===== src/crcd_map.svh =====
`ifndef CRCD_MAP_SVH
`define CRCD_MAP_SVH
`define CRCD_TOP_BITS 2'h0
`define CRCD_LOW_OFFSET 3'h1
`define CRCD_LOW_GAIN 3'h2
`define CRCD_RW_BIT 3
`define CRCD_SEL_HI_BIT 5
`define CRCD_SEL_LO_BIT 4
`define CRCD_RW_WRITE 1'h0
`define CRCD_RW_READ 1'h1
`endif


===== src/crcd_pkg.sv =====
package crcd_pkg;
  typedef enum logic [1:0] {
    CRCD_KIND_NONE = 2'b00,
    CRCD_KIND_OFFSET = 2'b01,
    CRCD_KIND_GAIN = 2'b11
  } crcd_kind_e;
  typedef logic [1:0] crcd_sel_t;
endpackage

===== src/crcd_byte_classify.sv =====
`timescale 1ns/1ps
`include "crcd_map.svh"
module crcd_byte_classify (
  input wire logic [7:0] cmd_byte,
  output crcd_pkg::crcd_kind_e kind,
  output crcd_pkg::crcd_sel_t sel,
  output logic is_read
);
  always_comb begin
    kind = crcd_pkg::CRCD_KIND_NONE;
    if (cmd_byte[7:6] == `CRCD_TOP_BITS) begin
      if (cmd_byte[2:0] == `CRCD_LOW_OFFSET) begin
        kind = crcd_pkg::CRCD_KIND_OFFSET;
      end else if (cmd_byte[2:0] == `CRCD_LOW_GAIN) begin
        kind = crcd_pkg::CRCD_KIND_GAIN;
      end
    end
    sel = {cmd_byte[`CRCD_SEL_HI_BIT], cmd_byte[`CRCD_SEL_LO_BIT]};
    is_read = (cmd_byte[`CRCD_RW_BIT] == `CRCD_RW_READ);
  end
endmodule


===== src/crcd_decoder.sv =====
`timescale 1ns/1ps
`include "crcd_map.svh"
// What this block does
// - Read/write bit: 0 writes the selected register, 1 reads it.
// - Offset command select 00 picks offset register one, 01 register two.
// - Offset select 10 and 11 pick registers three, four; four-channel only.
// - Gain access byte: 00, select, read/write, then low bits 010.
// - Gain select 00 to 11 picks gain registers one to four; 10, 11 four-channel only.
module crcd_decoder #(
  parameter int NUM_CHANNELS = 4
) (
  input wire logic clk_sys,
  input wire logic reset,
  input wire logic cmd_valid,
  input wire logic [7:0] cmd_byte,
  output logic offset_wr,
  output logic offset_rd,
  output logic gain_wr,
  output logic gain_rd,
  output logic [3:0] reg_onehot,
  output logic cmd_unknown
);
  if (NUM_CHANNELS != 2 && NUM_CHANNELS != 4) begin : g_bad_channels
    $error("NUM_CHANNELS must be 2 or 4");
  end

  crcd_pkg::crcd_kind_e kind;
  crcd_pkg::crcd_sel_t sel;
  logic is_read;
  logic sel_ok;
  logic offset_wr_r, offset_rd_r, gain_wr_r, gain_rd_r, cmd_unknown_r;
  logic offset_wr_nxt, offset_rd_nxt, gain_wr_nxt, gain_rd_nxt, cmd_unknown_nxt;
  logic [3:0] reg_onehot_r, reg_onehot_nxt;

  crcd_byte_classify u_classify (
    .cmd_byte(cmd_byte),
    .kind(kind),
    .sel(sel),
    .is_read(is_read)
  );

  // Registers three and four missing on the two-channel variant
  assign sel_ok = (NUM_CHANNELS == 4) || (sel[1] == 1'b0);

  always_comb begin
    offset_wr_nxt = 1'b0;
    offset_rd_nxt = 1'b0;
    gain_wr_nxt = 1'b0;
    gain_rd_nxt = 1'b0;
    cmd_unknown_nxt = 1'b0;
    reg_onehot_nxt = 4'h0;
    if (cmd_valid) begin
      if (kind == crcd_pkg::CRCD_KIND_NONE || !sel_ok) begin
        cmd_unknown_nxt = 1'b1;
      end else begin
        reg_onehot_nxt = 4'h1 << sel;
        if (kind == crcd_pkg::CRCD_KIND_OFFSET) begin
          offset_rd_nxt = is_read;
          offset_wr_nxt = !is_read;
        end else begin
          gain_rd_nxt = is_read;
          gain_wr_nxt = !is_read;
        end
      end
    end
  end

  always_ff @(posedge clk_sys or posedge reset) begin
    if (reset) begin
      offset_wr_r <= 1'b0;
      offset_rd_r <= 1'b0;
      gain_wr_r <= 1'b0;
      gain_rd_r <= 1'b0;
      cmd_unknown_r <= 1'b0;
      reg_onehot_r <= 4'h0;
    end else begin
      offset_wr_r <= offset_wr_nxt;
      offset_rd_r <= offset_rd_nxt;
      gain_wr_r <= gain_wr_nxt;
      gain_rd_r <= gain_rd_nxt;
      cmd_unknown_r <= cmd_unknown_nxt;
      reg_onehot_r <= reg_onehot_nxt;
    end
  end

  assign offset_wr = offset_wr_r;
  assign offset_rd = offset_rd_r;
  assign gain_wr = gain_wr_r;
  assign gain_rd = gain_rd_r;
  assign cmd_unknown = cmd_unknown_r;
  assign reg_onehot = reg_onehot_r;
endmodule


===== config.mk =====
export PLATFORM = sky130hd
export DESIGN_NAME = crcd_decoder
export DESIGN_NICKNAME = d
export VERILOG_FILES = /design/src/crcd_pkg.sv /design/src/crcd_byte_classify.sv /design/src/crcd_decoder.sv
export VERILOG_INCLUDE_DIRS = /design/src
export SDC_FILE = /design/constraint.sdc
export NUM_CORES = 1
export LEC_CHECK = 0
export ABC_AREA = 0
export BUFFER_PORTS_ARGS = -buffer_cell sky130_fd_sc_hd__clkbuf_2
export CAP_MARGIN = 40
export CORE_AREA = 2 2 39 41
export CTS_BUF_LIST = sky130_fd_sc_hd__clkbuf_2
export CTS_CLUSTER_DIAMETER = 80
export DETAILED_ROUTE_END_ITERATION = 16
export DIE_AREA = 0 0 41 43
export SETUP_SLACK_MARGIN = 0.2
export SLEW_MARGIN = 15
export SYNTH_ARGS = -nofsm -noshare
export SYNTH_HDL_FRONTEND = slang
export SYNTH_SLANG_ARGS = --single-unit

===== constraint.sdc =====
create_clock -name clk_sys -period 0.8 [get_ports clk_sys]
set_input_delay 0.08 -clock clk_sys [delete_from_list [all_inputs] [get_ports clk_sys]]
set_output_delay 0.08 -clock clk_sys [all_outputs]
set_load 0.01 [all_outputs]

==> results by stage, run 1 <==
Run status:
- The run finished, with violations left.
- The final reports fail on negative setup slack.

Pwr:
- The overall power consumption is approximately 0.00089 W.
- The clock network burns between 30% and 40% of the power.
- For this design the static power due to leakage is 0.3054 nW.
- Per report_power, the combinational group accounts for 18.1% of the total.
- The power density over cell area is ~1400 nW/µm².
- Summed over all nets, the switching power comes to between 0.0002 and 0.00025 W.
- The proportion of total power due to net switching is a little under a quarter.
- The worst-case vdd ir drop is 432.9 µV.
- Internal power comes to between 0.0006 and 0.0007 W.
- Registers are responsible for ~52% of the overall power.

Synthesis:
- The gate count of the mapped netlist is 25.
- The net count of the mapped netlist is 36.
- For this run, the number of Yosys warnings is 0.
- The number of storage elements in the synthesis netlist is 9.
- After synthesis the cells add up to about 340 µm².
- Summing the sequential cell areas from Yosys gives between 60 and 70% of the chip area.
- Averaged over all synthesized cells, the footprint is approximately 14 µm².
- After synthesis, the netlist uses 13 different library cells.

Place:
- Port buffering added 19 buffers.
- The placement-stage worst setup slack is -381.0 ps.
- The last weighted congestion value of the routability-driven placer is roughly 0.71.
- Summed over all nets, the half-perimeter wirelength after detailed placement is around 550 µm.
- After detailed placement, the total cell area comes to between 500 and 600 µm².

Clock network:
- The clock passes through at most 2 buffers.
- CTS built an H-tree with a depth of 1.
- The clock-pin slew on the worst setup and hold paths is around 80 ps.
- Clock tree synthesis found a total of 9 sinks.
- The TritonCTS clock tree is yes.
- CTS placed an instance of sky130_fd_sc_hd__clkbuf_2 at the clock tree root.
- The number of buffers added by the clock tree synthesis step is 3.

Timing:
- The shortest clock period the worst path allows after layout is between 800 and 900 ps.
- The final-report setup violation count is 9.
- In the finished design, the share of the clock period the worst path needs comes to 112.0%.
- The hold violation count in the final report is 0.
- The measured slew at the worst slew-check pin is 212.7 ps.
- The max-slew violation count is 0.
- Setup slack on the critical path of the routed design comes to -95.67 ps.
- Setup repair after global routing could not meet its margin everywhere.
- The worst relative slew slack is 85.78%.
- Based on the critical path, the design can be clocked at up to ~1100 MHz.

Global routing:
- The number of antenna violations at the first check in global routing is 0.
- The residual overflow from global routing is 0.
- The number of global-route vias before repair is approximately 310.
- Global routing used about a tenth of the available tracks across all layers.
- The first-pass GRT wire length is about 1200 µm.
- Entering global routing, the biggest net connects 10 pins.

Routing:
- The met3 wirelength from detailed routing is 33 µm.
- The sum of routed wire segments on met1 is roughly 220 µm.
- The wire length on met2 is between 400 and 500 µm.
- The aggregate routed wire length is roughly 680 µm.
- The highest metal layer with signal wires is met4.
- For this run, design rule violations remaining after detail routing come to 0.
- The post-detailed-route count of antenna-violating nets is 0.
- In this run, the number of DRC markers left after iteration 0 of detailed routing was 1.
- The average via count per standard cell is 4.333.
- The first detailed-routing pass took 2 iterations.
- The average wire length per cell after detail routing is 9.417 µm.
- The routed layout has roughly 310 vias.

Floorplanning:
- The core region is ~1400 µm².
- The boundary pin count is 20.
- The chip width is 41 µm.
- Row generation in the floorplan step produced 14 rows.
- From bottom edge to top edge, the die measures 43 µm.
- The die footprint is roughly 1800 µm².
- For this configuration, the core starts out at a cell density of 24.77%.

Critical path:
- The startpoint type of the worst setup path is an input pin.
- The worst setup path is captured at a register.
- STA puts the critical path data arrival time at 1030 ps.
- The path type of the worst setup path is in2reg.
- Along the worst path, the maximum fanout reaches 7.
- At the worst endpoint, the required time is 930 ps.

Layout:
- The most common cell after layout, fill and taps aside is sky130_fd_sc_hd__clkbuf_2.
- The design area is 631.9 µm².
- The area growth from synthesis to final layout is 84.31%.
- Cells with a size suffix above 1 make up around 73% of the layout.
- The number of antenna diodes in the final layout is 0.
- The net total in the final layout is around 70.
- In the layout the commonest cells are sky130_fd_sc_hd__clkbuf_2 (22), sky130_fd_sc_hd__dfrtp_1 (9), sky130_fd_sc_hd__buf_4 (6).

Hold path:
- Along the worst hold path, the cell count comes to 2.
- The destination of the worst hold path is reg_onehot[0]$_DFF_PP0_.
- The min-delay analysis places its worst path in the category in2reg.
- In this run the most critical hold path is launched from cmd_byte[4].

Flow run:
- The tool flagged a number of max-cap violations equal to 0.
-- cells in the mapped netlist --
cell type	instances	area share (%)
sky130_fd_sc_hd__inv_1	1	1.1
sky130_fd_sc_hd__xnor2_1	1	2.6
sky130_fd_sc_hd__nor4b_1	3	7.7
sky130_fd_sc_hd__nor3_1	1	1.5
sky130_fd_sc_hd__dfrtp_1	9	66
sky130_fd_sc_hd__nand2_1	1	1.1
sky130_fd_sc_hd__or4b_1	1	2.9
sky130_fd_sc_hd__nor2_1	2	2.2
sky130_fd_sc_hd__o41a_1	1	3.3
sky130_fd_sc_hd__nor4_1	1	1.8
sky130_fd_sc_hd__nand3b_1	2	4.4
sky130_fd_sc_hd__buf_2	1	1.5
sky130_fd_sc_hd__nor4b_2	1	4.4
-- critical path: stages --
cell and delay, ps:
sky130_fd_sc_hd__buf_6 90, sky130_fd_sc_hd__or4b_4 600, sky130_fd_sc_hd__nor4b_2 250
-- what timing repair did --
action	in CTS	in global routing
buffers inserted	1	1
endpoints found under the hold margin	9	0
hold buffers	1	0
endpoints found under the setup margin	17	27
cloned	0	0
resized for setup	4	9
pin swaps	3	1
-- power groups by stage --
| stage | Clock, W | Sequential, W | Combinational, W |
|---|---|---|---|
| floorplan | 0 | 0.000474 | 0.0000459 |
| global route | 0.000308 | 0.000462 | 0.000174 |
| detailed placement | 0 | 0.000471 | 0.000126 |
| global placement | 0 | 0.000470 | 0.000125 |
| CTS | 0.000279 | 0.000461 | 0.000142 |
| finish | 0.000267 | 0.000461 | 0.000161 |
-- layout make-up --
class,instances,area (µm²)
clock buffers,4,20.02
well taps,16,20.02
multi-input cells,14,180.2
repair buffers,28,178.9
inverters,1,7.507
fillers,135,752.0
flip-flops and latches,9,225.2
-- registers in the layout, summed over array words and instances, names as in the netlist --
name	cells
cmd_unknown	1
offset_rd	1
reg_onehot	4
gain_wr	1
offset_wr	1
gain_rd	1
-- how the worst max path moves through the flow --
stage                 from  slack, ps  cells past startpoint                      end
2_1_floorplan  cmd_byte[2]       -250                      3  reg_onehot[2]$_DFF_PP0_
3_3_place_gp   cmd_byte[2]       -350                      3      offset_wr$_DFF_PP0_
3_5_place_dp   cmd_byte[2]       -380                      3  reg_onehot[1]$_DFF_PP0_
4_1_cts        cmd_byte[6]        -60                      3  reg_onehot[1]$_DFF_PP0_
5_1_grt        cmd_byte[6]        -90                      3  reg_onehot[2]$_DFF_PP0_
6_report       cmd_byte[6]       -100                      3  reg_onehot[1]$_DFF_PP0_
-- per-stage QoR --
step / hold slack (ps) / setup TNS [ps] / std cells / util, %
after global placement: 24.47 / -2416 / 65 / 37.61
final: 61.72 / -415.3 / 72 / 45.66
after global routing: 45.96 / -882.9 / 72 / 45.66
after floorplan: -92.08 / -1543 / 25 / -
after CTS: 52.52 / -364.0 / 71 / 42.13
after detailed placement: 23.47 / -2514 / 65 / 37.61
-- per-layer routing --
metal	vias to the layer above	track usage [%]
met1	147	10.30
li1	154	-
met3	2	1.571
met5	-	0
met4	0	8.000
met2	9	15.94
-- logic make-up (layout without fill, tap and decap cells) --
kind of cell / after synthesis / in the layout / share of synthesized area [%]
DFF: 9 / 9 / 65.69
AOI/OAI and AO/OA: 1 / 1 / 3.284
xor gates and xnor gates: 1 / 1 / 2.555
and+or+nand+nor: 12 / 12 / 25.91
buffers and inverters: 2 / 33 / 2.552
Note: power is estimated with default switching activity, not from simulation.
==> run 2, diff against run 1 <==
ABC_AREA = 1   (was 0)
SLEW_MARGIN = 20   (was 15)
clock period = 0.95 ns   (was 0.8 ns; I/O delays follow)
==> run 2 against run 1 <==
The run now ends clean. Worst setup slack better by 220 ps. Utilization is 9.7 points lower. Via count is 0.96% higher. Combinational power shrank 56%. Cell count is 8.3% higher.
==> results by stage, run 2 <==
Synthesis:
- In this run, distinct cell masters in the synthesized netlist total 9.
- The part of the Yosys area used for sequential elements is 63.83%.
- Yosys mapped a number of flops with a built-in enable equal to 0.
- By count the netlist is led by sky130_fd_sc_hd__dfrtp_1 (9), sky130_fd_sc_hd__nor2_1 (8), sky130_fd_sc_hd__inv_1 (7), sky130_fd_sc_hd__nand2_1 (6), sky130_fd_sc_hd__nand3_1 (4).
- For this run, the number of Yosys warnings is 0.
- The number of storage elements in the synthesis netlist is 9.
- The number of nets handed over by synthesis was 49.
- The largest area contributor in the synthesized netlist is sky130_fd_sc_hd__dfrtp_1.
- The mean area per synthesized cell is around 9.3 µm².
- Sorting the synthesized cells by area gives the leading types as sky130_fd_sc_hd__dfrtp_1 (64%), sky130_fd_sc_hd__nor2_1 (8.5%), sky130_fd_sc_hd__inv_1 (7.4%).
- Counting flops with an async set or reset pin after synthesis yields a share of between 90% and 100%.
- The area of the mapped netlist is around 350 µm².
- The gate count of the mapped netlist is 38.
- Summed over its instances, the top area cell type makes up 63.83% of the synthesized netlist area.
- In the post-synthesis netlist, the cell with the most instances is sky130_fd_sc_hd__dfrtp_1.
- Among all flip-flop cells after synthesis, the most frequent one is sky130_fd_sc_hd__dfrtp_1.

Timing:
- Adding up every negative setup slack in the final design gives 0 ps.
- Dividing the final minimum period by the clock period gives between 80% and 90%.
- The measured slew at the worst slew-check pin is roughly 310 ps.
- The hold violation count in the final report is 0.
- The final-report setup violation count is 0.
- The max-slew violation count was 0.
- For this run, the top clock speed supported by timing is 1210 MHz.
- In this run the tightest slew margin relative to its limit is between 70% and 80%.
- The shortest clock period the worst path allows after layout is 826.3 ps.
- Setup repair after global routing could not meet its margin everywhere.

Critical path:
- On the critical path, the stage with the largest delay is an instance of sky130_fd_sc_hd__dfrtp_1.
- The data arrival time of the critical path is roughly 730 ps.
- Counting both buffers and inverters, the worst setup path holds a total of 1.
- Walking the worst path, the cells encountered are clkbuf_2.
- The path type of the worst setup path is reg2out.
- The worst setup path is launched from a register.
- The critical path starts at offset_wr$_DFF_PP0_.
- The required time at the worst-slack endpoint is roughly 850 ps.
- On the worst path, the slowest cell contributes a delay of 380 ps.
- The endpoint type of the worst setup path is a primary output.
- The peak fanout along the critical path is 1.
- The cell class contributing the biggest share of worst-path delay is flip-flops.

Clock network:
- Post-CTS timing repair inserted 0 buffers for setup.
- TritonCTS built the clock tree.
- The clock drives 9 sinks.
- The clock passes through at most 2 buffers.
- The cell chosen for the clock root is sky130_fd_sc_hd__clkbuf_2.
- In this run the number of H-tree levels came out at 1.
- Counting the buffers created by CTS gives 3.
- The clock-pin slew on the worst setup and hold paths is roughly 80 ps.

Routing:
- The wire length on met2 is approximately 320 µm.
- The highest metal layer with signal wires is met4.
- In the routed design, unresolved DRC markers number 0.
- Wires add up to between 600 and 700 µm.
- The post-detailed-route count of antenna-violating nets is 0.
- For this block, wires on met1 add up to 209 µm.
- For this run, the detailed router's first-pass iteration total came to 1.
- The met3 wirelength from detailed routing is roughly 90 µm.
- The violation count after the first detailed-route iteration is 0.
- After detailed routing, the average wire length per cell comes to 8.333 µm.
- In the routed layout, each cell is associated on average with a via count of about 4.
- The via total after detailed routing is between 300 and 400.

Layout:
- The flip-flop count of the largest register, all copies and words added is 4.
- Summing all flip-flop and latch instances after layout gives ~230 µm².
- The number of antenna diodes is 0.
- Summing all multi-input logic gate instances after layout gives 101.3 µm².
- The most common cell after layout, fill and taps aside is sky130_fd_sc_hd__clkbuf_2.
- The layout has between 100 and 150 filler cells.
- In the layout the commonest cells are sky130_fd_sc_hd__clkbuf_2 (23), sky130_fd_sc_hd__dfrtp_1 (9), sky130_fd_sc_hd__nor2_1 (8).
- The net total in the final layout is 74.
- The post-route netlist has 38.71% of its cells at a drive strength greater than 1.
- The area growth from synthesis to layout is 41.14%.

Pwr:
- The worst-case vdd ir drop is slightly above 300 µV.
- The total leakage power is 0.2985 nW.
- The combinational share of power is between 10% and 20%.
- The switching power is around 0.00016 W.
- The proportion of total power due to net switching is around a quarter.
- The share of power burned in registers is a little under three fifths.
- Power comes to around 0.0007 W.
- The share of total power in the clock network is approximately a third.
- The power density over cell area is ~1400 nW/µm².
- The internal power summed over all cells is between 0.0005 and 0.0006 W.

Global routing:
- The number of global-route vias before repair is between 200 and 300.
- Entering global routing, the biggest net connects 10 pins.
- The number of antenna violations at the first check in global routing was 0.
- The first global-routing pass estimated around 1000 µm of wire.
- The overall global routing resource usage is roughly a tenth.
- After global routing the overflow that remains totals 0.

Place:
- The congestion estimate from routability-driven global placement came to slightly above 0.6.
- Input and output buffers added on the ports amount to 19.
- The detailed placer's ending HPWL is between 500 and 600 µm.

Flow run:
- Max-cap violations in this run came to 0.

Floorplanning:
- The floorplan step defined a die boundary enclosing ~1800 µm².
- The chip width is between 40 and 50 µm.
- Once the floorplan was initialized, standard cells occupied roughly a quarter of the core.
- In this run the vertical extent of the chip is 43 µm.
- The core outline area is 1384 µm².
- Row generation in the floorplan step produced 14 rows.
- 20 I/O pins were placed.

Hold path:
- The destination of the worst hold path is offset_rd$_DFF_PP0_.
- The number of cells on the worst hold path is 3.
- The type of the worst min-delay path is in2reg.
- The start point of the worst hold path is cmd_byte[3].

Run status:
- The run finished with clean final reports.
## run 2: changes by cell type after synthesis, sizes merged, moves of 2 or more
cell    change
nor2        +7
inv         +6
nand2       +5
nand3       +4
nor4b       -4
nand3b      -2
or2         +2
## run 2: worst max path at each step
stage / to / slack, ps / cells past startpoint
CTS: offset_wr / 100 / 1
floorplan: gain_rd$_DFF_PP0_ / 400 / 5
global route: gain_wr / 90 / 1
global placement: reg_onehot[0]$_DFF_PP0_ / 250 / 6
detailed placement: offset_wr$_DFF_PP0_ / 220 / 6
finish: offset_wr / 120 / 1
## run 2: power groups by stage
stage | sequential [W] | combinational, W | clock [W]
final | 0.000388 | 0.0000709 | 0.000231
after global routing | 0.000389 | 0.0000836 | 0.000249
after CTS | 0.000388 | 0.0000722 | 0.000241
after detailed placement | 0.000396 | 0.0000682 | 0
after global placement | 0.000396 | 0.0000679 | 0
after floorplan | 0.000398 | 0.0000312 | 0
## run 2: layout make-up
class	instances	area share [%]
Timing Repair Buffer	20	21.11
Sequential cell	9	45.23
Tap cell	16	4.020
Multi-Input combinational cell	22	20.35
Inverter	7	5.276
Clock buffer	4	4.020
## run 2: what timing repair did
item                                    in CTS  in global routing
endpoints found under the setup margin       9                  9
pin swaps                                    0                  0
hold buffers                                 1                  0
resized for setup                            0                  0
endpoints found under the hold margin        9                  0
cloned                                       0                  0
## run 2: routing by layer
| layer | vias to the layer above | global-route usage, % |
|---|---|---|
| met5 | - | 0 |
| met4 | 0 | 12.00 |
| met3 | 4 | 1.571 |
| met2 | 19 | 15.31 |
| met1 | 131 | 7.237 |
| li1 | 161 | - |
## run 2: cells by family (layout without fill, tap and decap cells)
family / after synthesis / in the layout / share of synthesized area, %
buffers and inverters: 7 / 31 / 7.448
AO/OA/AOI/OAI: 1 / 1 / 1.417
AND/OR/NAND/NOR: 21 / 21 / 27.31
flip-flops: 9 / 9 / 63.83
## run 2: through the flow
step           instance area (µm²)  hold WS [ps]  setup slack (ps)  utilization (%)  instances
2_1_floorplan                352.8        -77.08             402.6                -         38
3_3_place_gp                 467.9         33.78             248.7            33.82         73
3_5_place_dp                 467.9         39.96             219.3            33.82         73
4_1_cts                      498.0         85.65             99.97            35.99         78
5_1_grt                      498.0         99.96             89.46            35.99         78
6_report                     498.0         96.05             123.7            35.99         78
==> run 3, diff against run 2 <==
SETUP_SLACK_MARGIN = 0.02   (was 0.2)
SYNTH_HIERARCHICAL = 1   (was default)
==> run 3 against run 2 <==
Utilization did not move. Non-clock buffer count stayed put. Cell count is 1.3% higher. Maximum frequency grew 0.94%. Critical path type unchanged. Critical endpoint is now reg_onehot[0]. Largest power group unchanged. Count of clock-buffer cells in the layout stayed put.
==> results by stage, run 3 <==
Run status:
- The run finished with clean final reports.

Critical path:
- Broken down by cell family, the worst path's largest delay share belongs to flip-flops.
- In this design, the stage delay of the slowest critical-path cell is roughly 370 ps.
- Together, buffers and inverters on the worst path number 1.
- The slowest stage of the critical path is the sky130_fd_sc_hd__dfrtp_1 cell.
- The setup path with the least slack is of type reg2out.
- Data on the critical path is required at its endpoint by around 850 ps.
- Of all nets on the critical path, the largest fanout is 1.
- The worst setup path is captured at a primary output.
- The worst setup path is launched from a register.
- Data on the critical path arrives at its endpoint at a little over 700 ps.
- Walking the worst path, the cells encountered are clkbuf_2.

Synthesis:
- The top cell type by area accounts for 60.00% of the synthesized area.
- The number of library cell types mapped by synthesis is 9.
- Summing every instance area after synthesis gives 375.4 µm².
- Counting instances in the post-synthesis netlist gives the leading cell types as sky130_fd_sc_hd__dfrtp_1 (9), sky130_fd_sc_hd__inv_1 (8), sky130_fd_sc_hd__nand2_1 (7), sky130_fd_sc_hd__nor2_1 (6), sky130_fd_sc_hd__nor3_1 (6).
- For this run, the leading register cell type out of synthesis is sky130_fd_sc_hd__dfrtp_1.
- The number of enable-type register cells in the synthesized netlist is 0.
- The part of the Yosys area used for sequential elements is between 60% and 70%.
- A synthesized cell averages a little under 9 µm².
- Yosys printed 6 warnings.
- The gate count of the mapped netlist is 42.
- The async set-or-reset flop fraction in the synthesized netlist is 100.0%.
- In the post-synthesis netlist, the cell with the most instances is sky130_fd_sc_hd__dfrtp_1.
- The net count of the mapped netlist is 53.
- By area the synthesized netlist is led by sky130_fd_sc_hd__dfrtp_1 (60%), sky130_fd_sc_hd__nor3_1 (8.0%), sky130_fd_sc_hd__inv_1 (8.0%).
- The number of storage elements in the synthesis netlist is 9.
- The largest area contributor in the synthesized netlist is sky130_fd_sc_hd__dfrtp_1.

Routing:
- The post-detailed-route count of antenna-violating nets is 0.
- For this block, the initial DRC count from the detailed router was 3.
- The aggregate routed wire length is ~610 µm.
- For this run, the detailed router's first-pass iteration total came to 4.
- Dividing the detail-routed via count by the number of cells gives approximately 3.9.
- The via total after detailed routing is 306.
- The average wire length per cell after detail routing is between 7 and 8 µm.
- In the routed design, unresolved DRC markers number 0.

Global routing:
- The first global-routing pass estimated 979 µm of wire.
- For met2 alone, demand over resource in global routing was 12.19%.
- Entering global routing, the biggest net connects 10 pins.
- Global routing used 8.704% of the available tracks across all layers.
- The global routing stage identified its most utilized layer as met2.
- For this run the aggregate overflow at the end of global routing stands at 0.
- The number of antenna violations at the first check in global routing came to 0.
- For this run, global-route usage on met3 was measured as 0%.
- The number of global-route vias before repair is 280.
- The met1 capacity usage during global routing is approximately a tenth.

Timing:
- For the final routed database, the setup TNS stands at 0 ps.
- The measured slew at the worst slew-check pin is approximately 320 ps.
- For the finished layout, the period the worst path requires is roughly 820 ps.
- The worst setup margin is approximately 130 ps.
- The final-report setup violation count is 0.
- Dividing the final minimum period by the clock period gives a little under nine tenths.
- The maximum achievable frequency is approximately 1200 MHz.
- The final-layout worst hold slack is approximately 45 ps.
- Setup repair after global routing left no endpoint under its margin.
- The max-slew violation count came to 0.
- The hold violation count in the final report is 0.
- Headroom to the max-slew limit came out at 78.74%.

Floorplanning:
- The floorplan has 14 rows.
- The core outline area is roughly 1400 µm².
- The boundary pin count is 20.
- The die is 41 µm wide.
- For this configuration, the core starts out at a cell density of a little over a quarter.
- The floorplan step set the die height to 43 µm.
- The die footprint is 1763 µm².

Clock network:
- In this run, CTS created clock tree buffers numbering 3.
- Clock-pin slew was measured on the worst setup and hold paths at approximately 80 ps.
- No sink is reached through more buffers than the 2 on the longest clock path.
- The post-cts sizing count is 0.
- Post-CTS timing repair inserted 0 buffers for setup.
- In this run the number of H-tree levels came out at 1.
- The root buffer cell chosen for the clock tree is sky130_fd_sc_hd__clkbuf_2.
- The TritonCTS clock tree is yes.
- The hold buffer count at cts is 1.
- The clock sink total is 9.

Pwr:
- The power density over cell area is ~1400 nW/µm².
- The total leakage power is 0.2982 nW.
- Across the VDD grid, the largest voltage drop is 297.3 µV.

Layout:
- The number of antenna diodes is 0.
- The most common cell after layout, fill and taps aside is sky130_fd_sc_hd__clkbuf_2.
- The post-route netlist has about two fifths of its cells at a drive strength greater than 1.
- The area growth from synthesis to final layout is 32.67%.
- The number of fill cells in the layout is 151.
- The register with the most flip-flops in the layout has 4 of them.
- The net total in the final layout is 75.
- In the layout the commonest cells are sky130_fd_sc_hd__clkbuf_2 (23), sky130_fd_sc_hd__dfrtp_1 (9), sky130_fd_sc_hd__inv_1 (8).

Place:
- Routability-driven placement finished with a final weighted congestion of around 0.67.
- The detailed placer's ending HPWL is approximately 530 µm.
- The placement-stage worst setup slack is about 53 ps.
- The count of port buffers added during placement is 19.

Flow run:
- The number of maximum-capacitance violations is 0.

Hold path:
- The tightest min-delay check is of the in2reg type.
run 3: kinds of logic after synthesis:
group	synth area share [%]
buf+inv	15.00
flops	60.00
compound gates	2.334
simple gates	22.67
run 3: per-layer routing:
| layer | routed length, µm | vias to the layer above |
|---|---|---|
| li1 | - | 164 |
| met1 | 235 | 124 |
| met5 | 0 | - |
| met4 | 20 | 0 |
| met3 | 59 | 2 |
| met2 | 293 | 16 |
run 3: power by group:
group          switching, W  total [W]  internal (W)
sequential       0.00000122   0.000389      0.000388
clock              0.000116   0.000228      0.000112
combinational     0.0000407  0.0000706     0.0000299
total              0.000158   0.000688      0.000530
run 3: metrics by stage:
step / total power [W] / cell area, µm² / util (%) / cells
2_1_floorplan: 0.0004421 / 375.4 / - / 42
3_3_place_gp: 0.0004639 / 467.9 / 33.82 / 74
3_5_place_dp: 0.0004655 / 467.9 / 33.82 / 74
4_1_cts: 0.0006950 / 498.0 / 35.99 / 79
5_1_grt: 0.0007239 / 498.0 / 35.99 / 79
6_report: 0.0006876 / 498.0 / 35.99 / 79
run 3: final cells by class:
cell class                 instances  area [µm²]  area share [%]
tap                               16       20.02           4.020
clock buffer                       4       20.02           4.020
multi-input combinational         21       93.84           18.84
sequential                         9       225.2           45.23
timing repair buffer              20       105.1           21.11
inverter                           9       33.78           6.784
run 3: worst paths after layout:
check | end | cells after the start | start
hold / removal | reg_onehot[0]$_DFF_PP0_ | 2 | cmd_byte[5]
max in group asynchronous | reg_onehot[3]$_DFF_PP0_ | 3 | reset
setup / recovery | reg_onehot[0] | 1 | reg_onehot[0]$_DFF_PP0_
min in group asynchronous | offset_rd$_DFF_PP0_ | 3 | reset
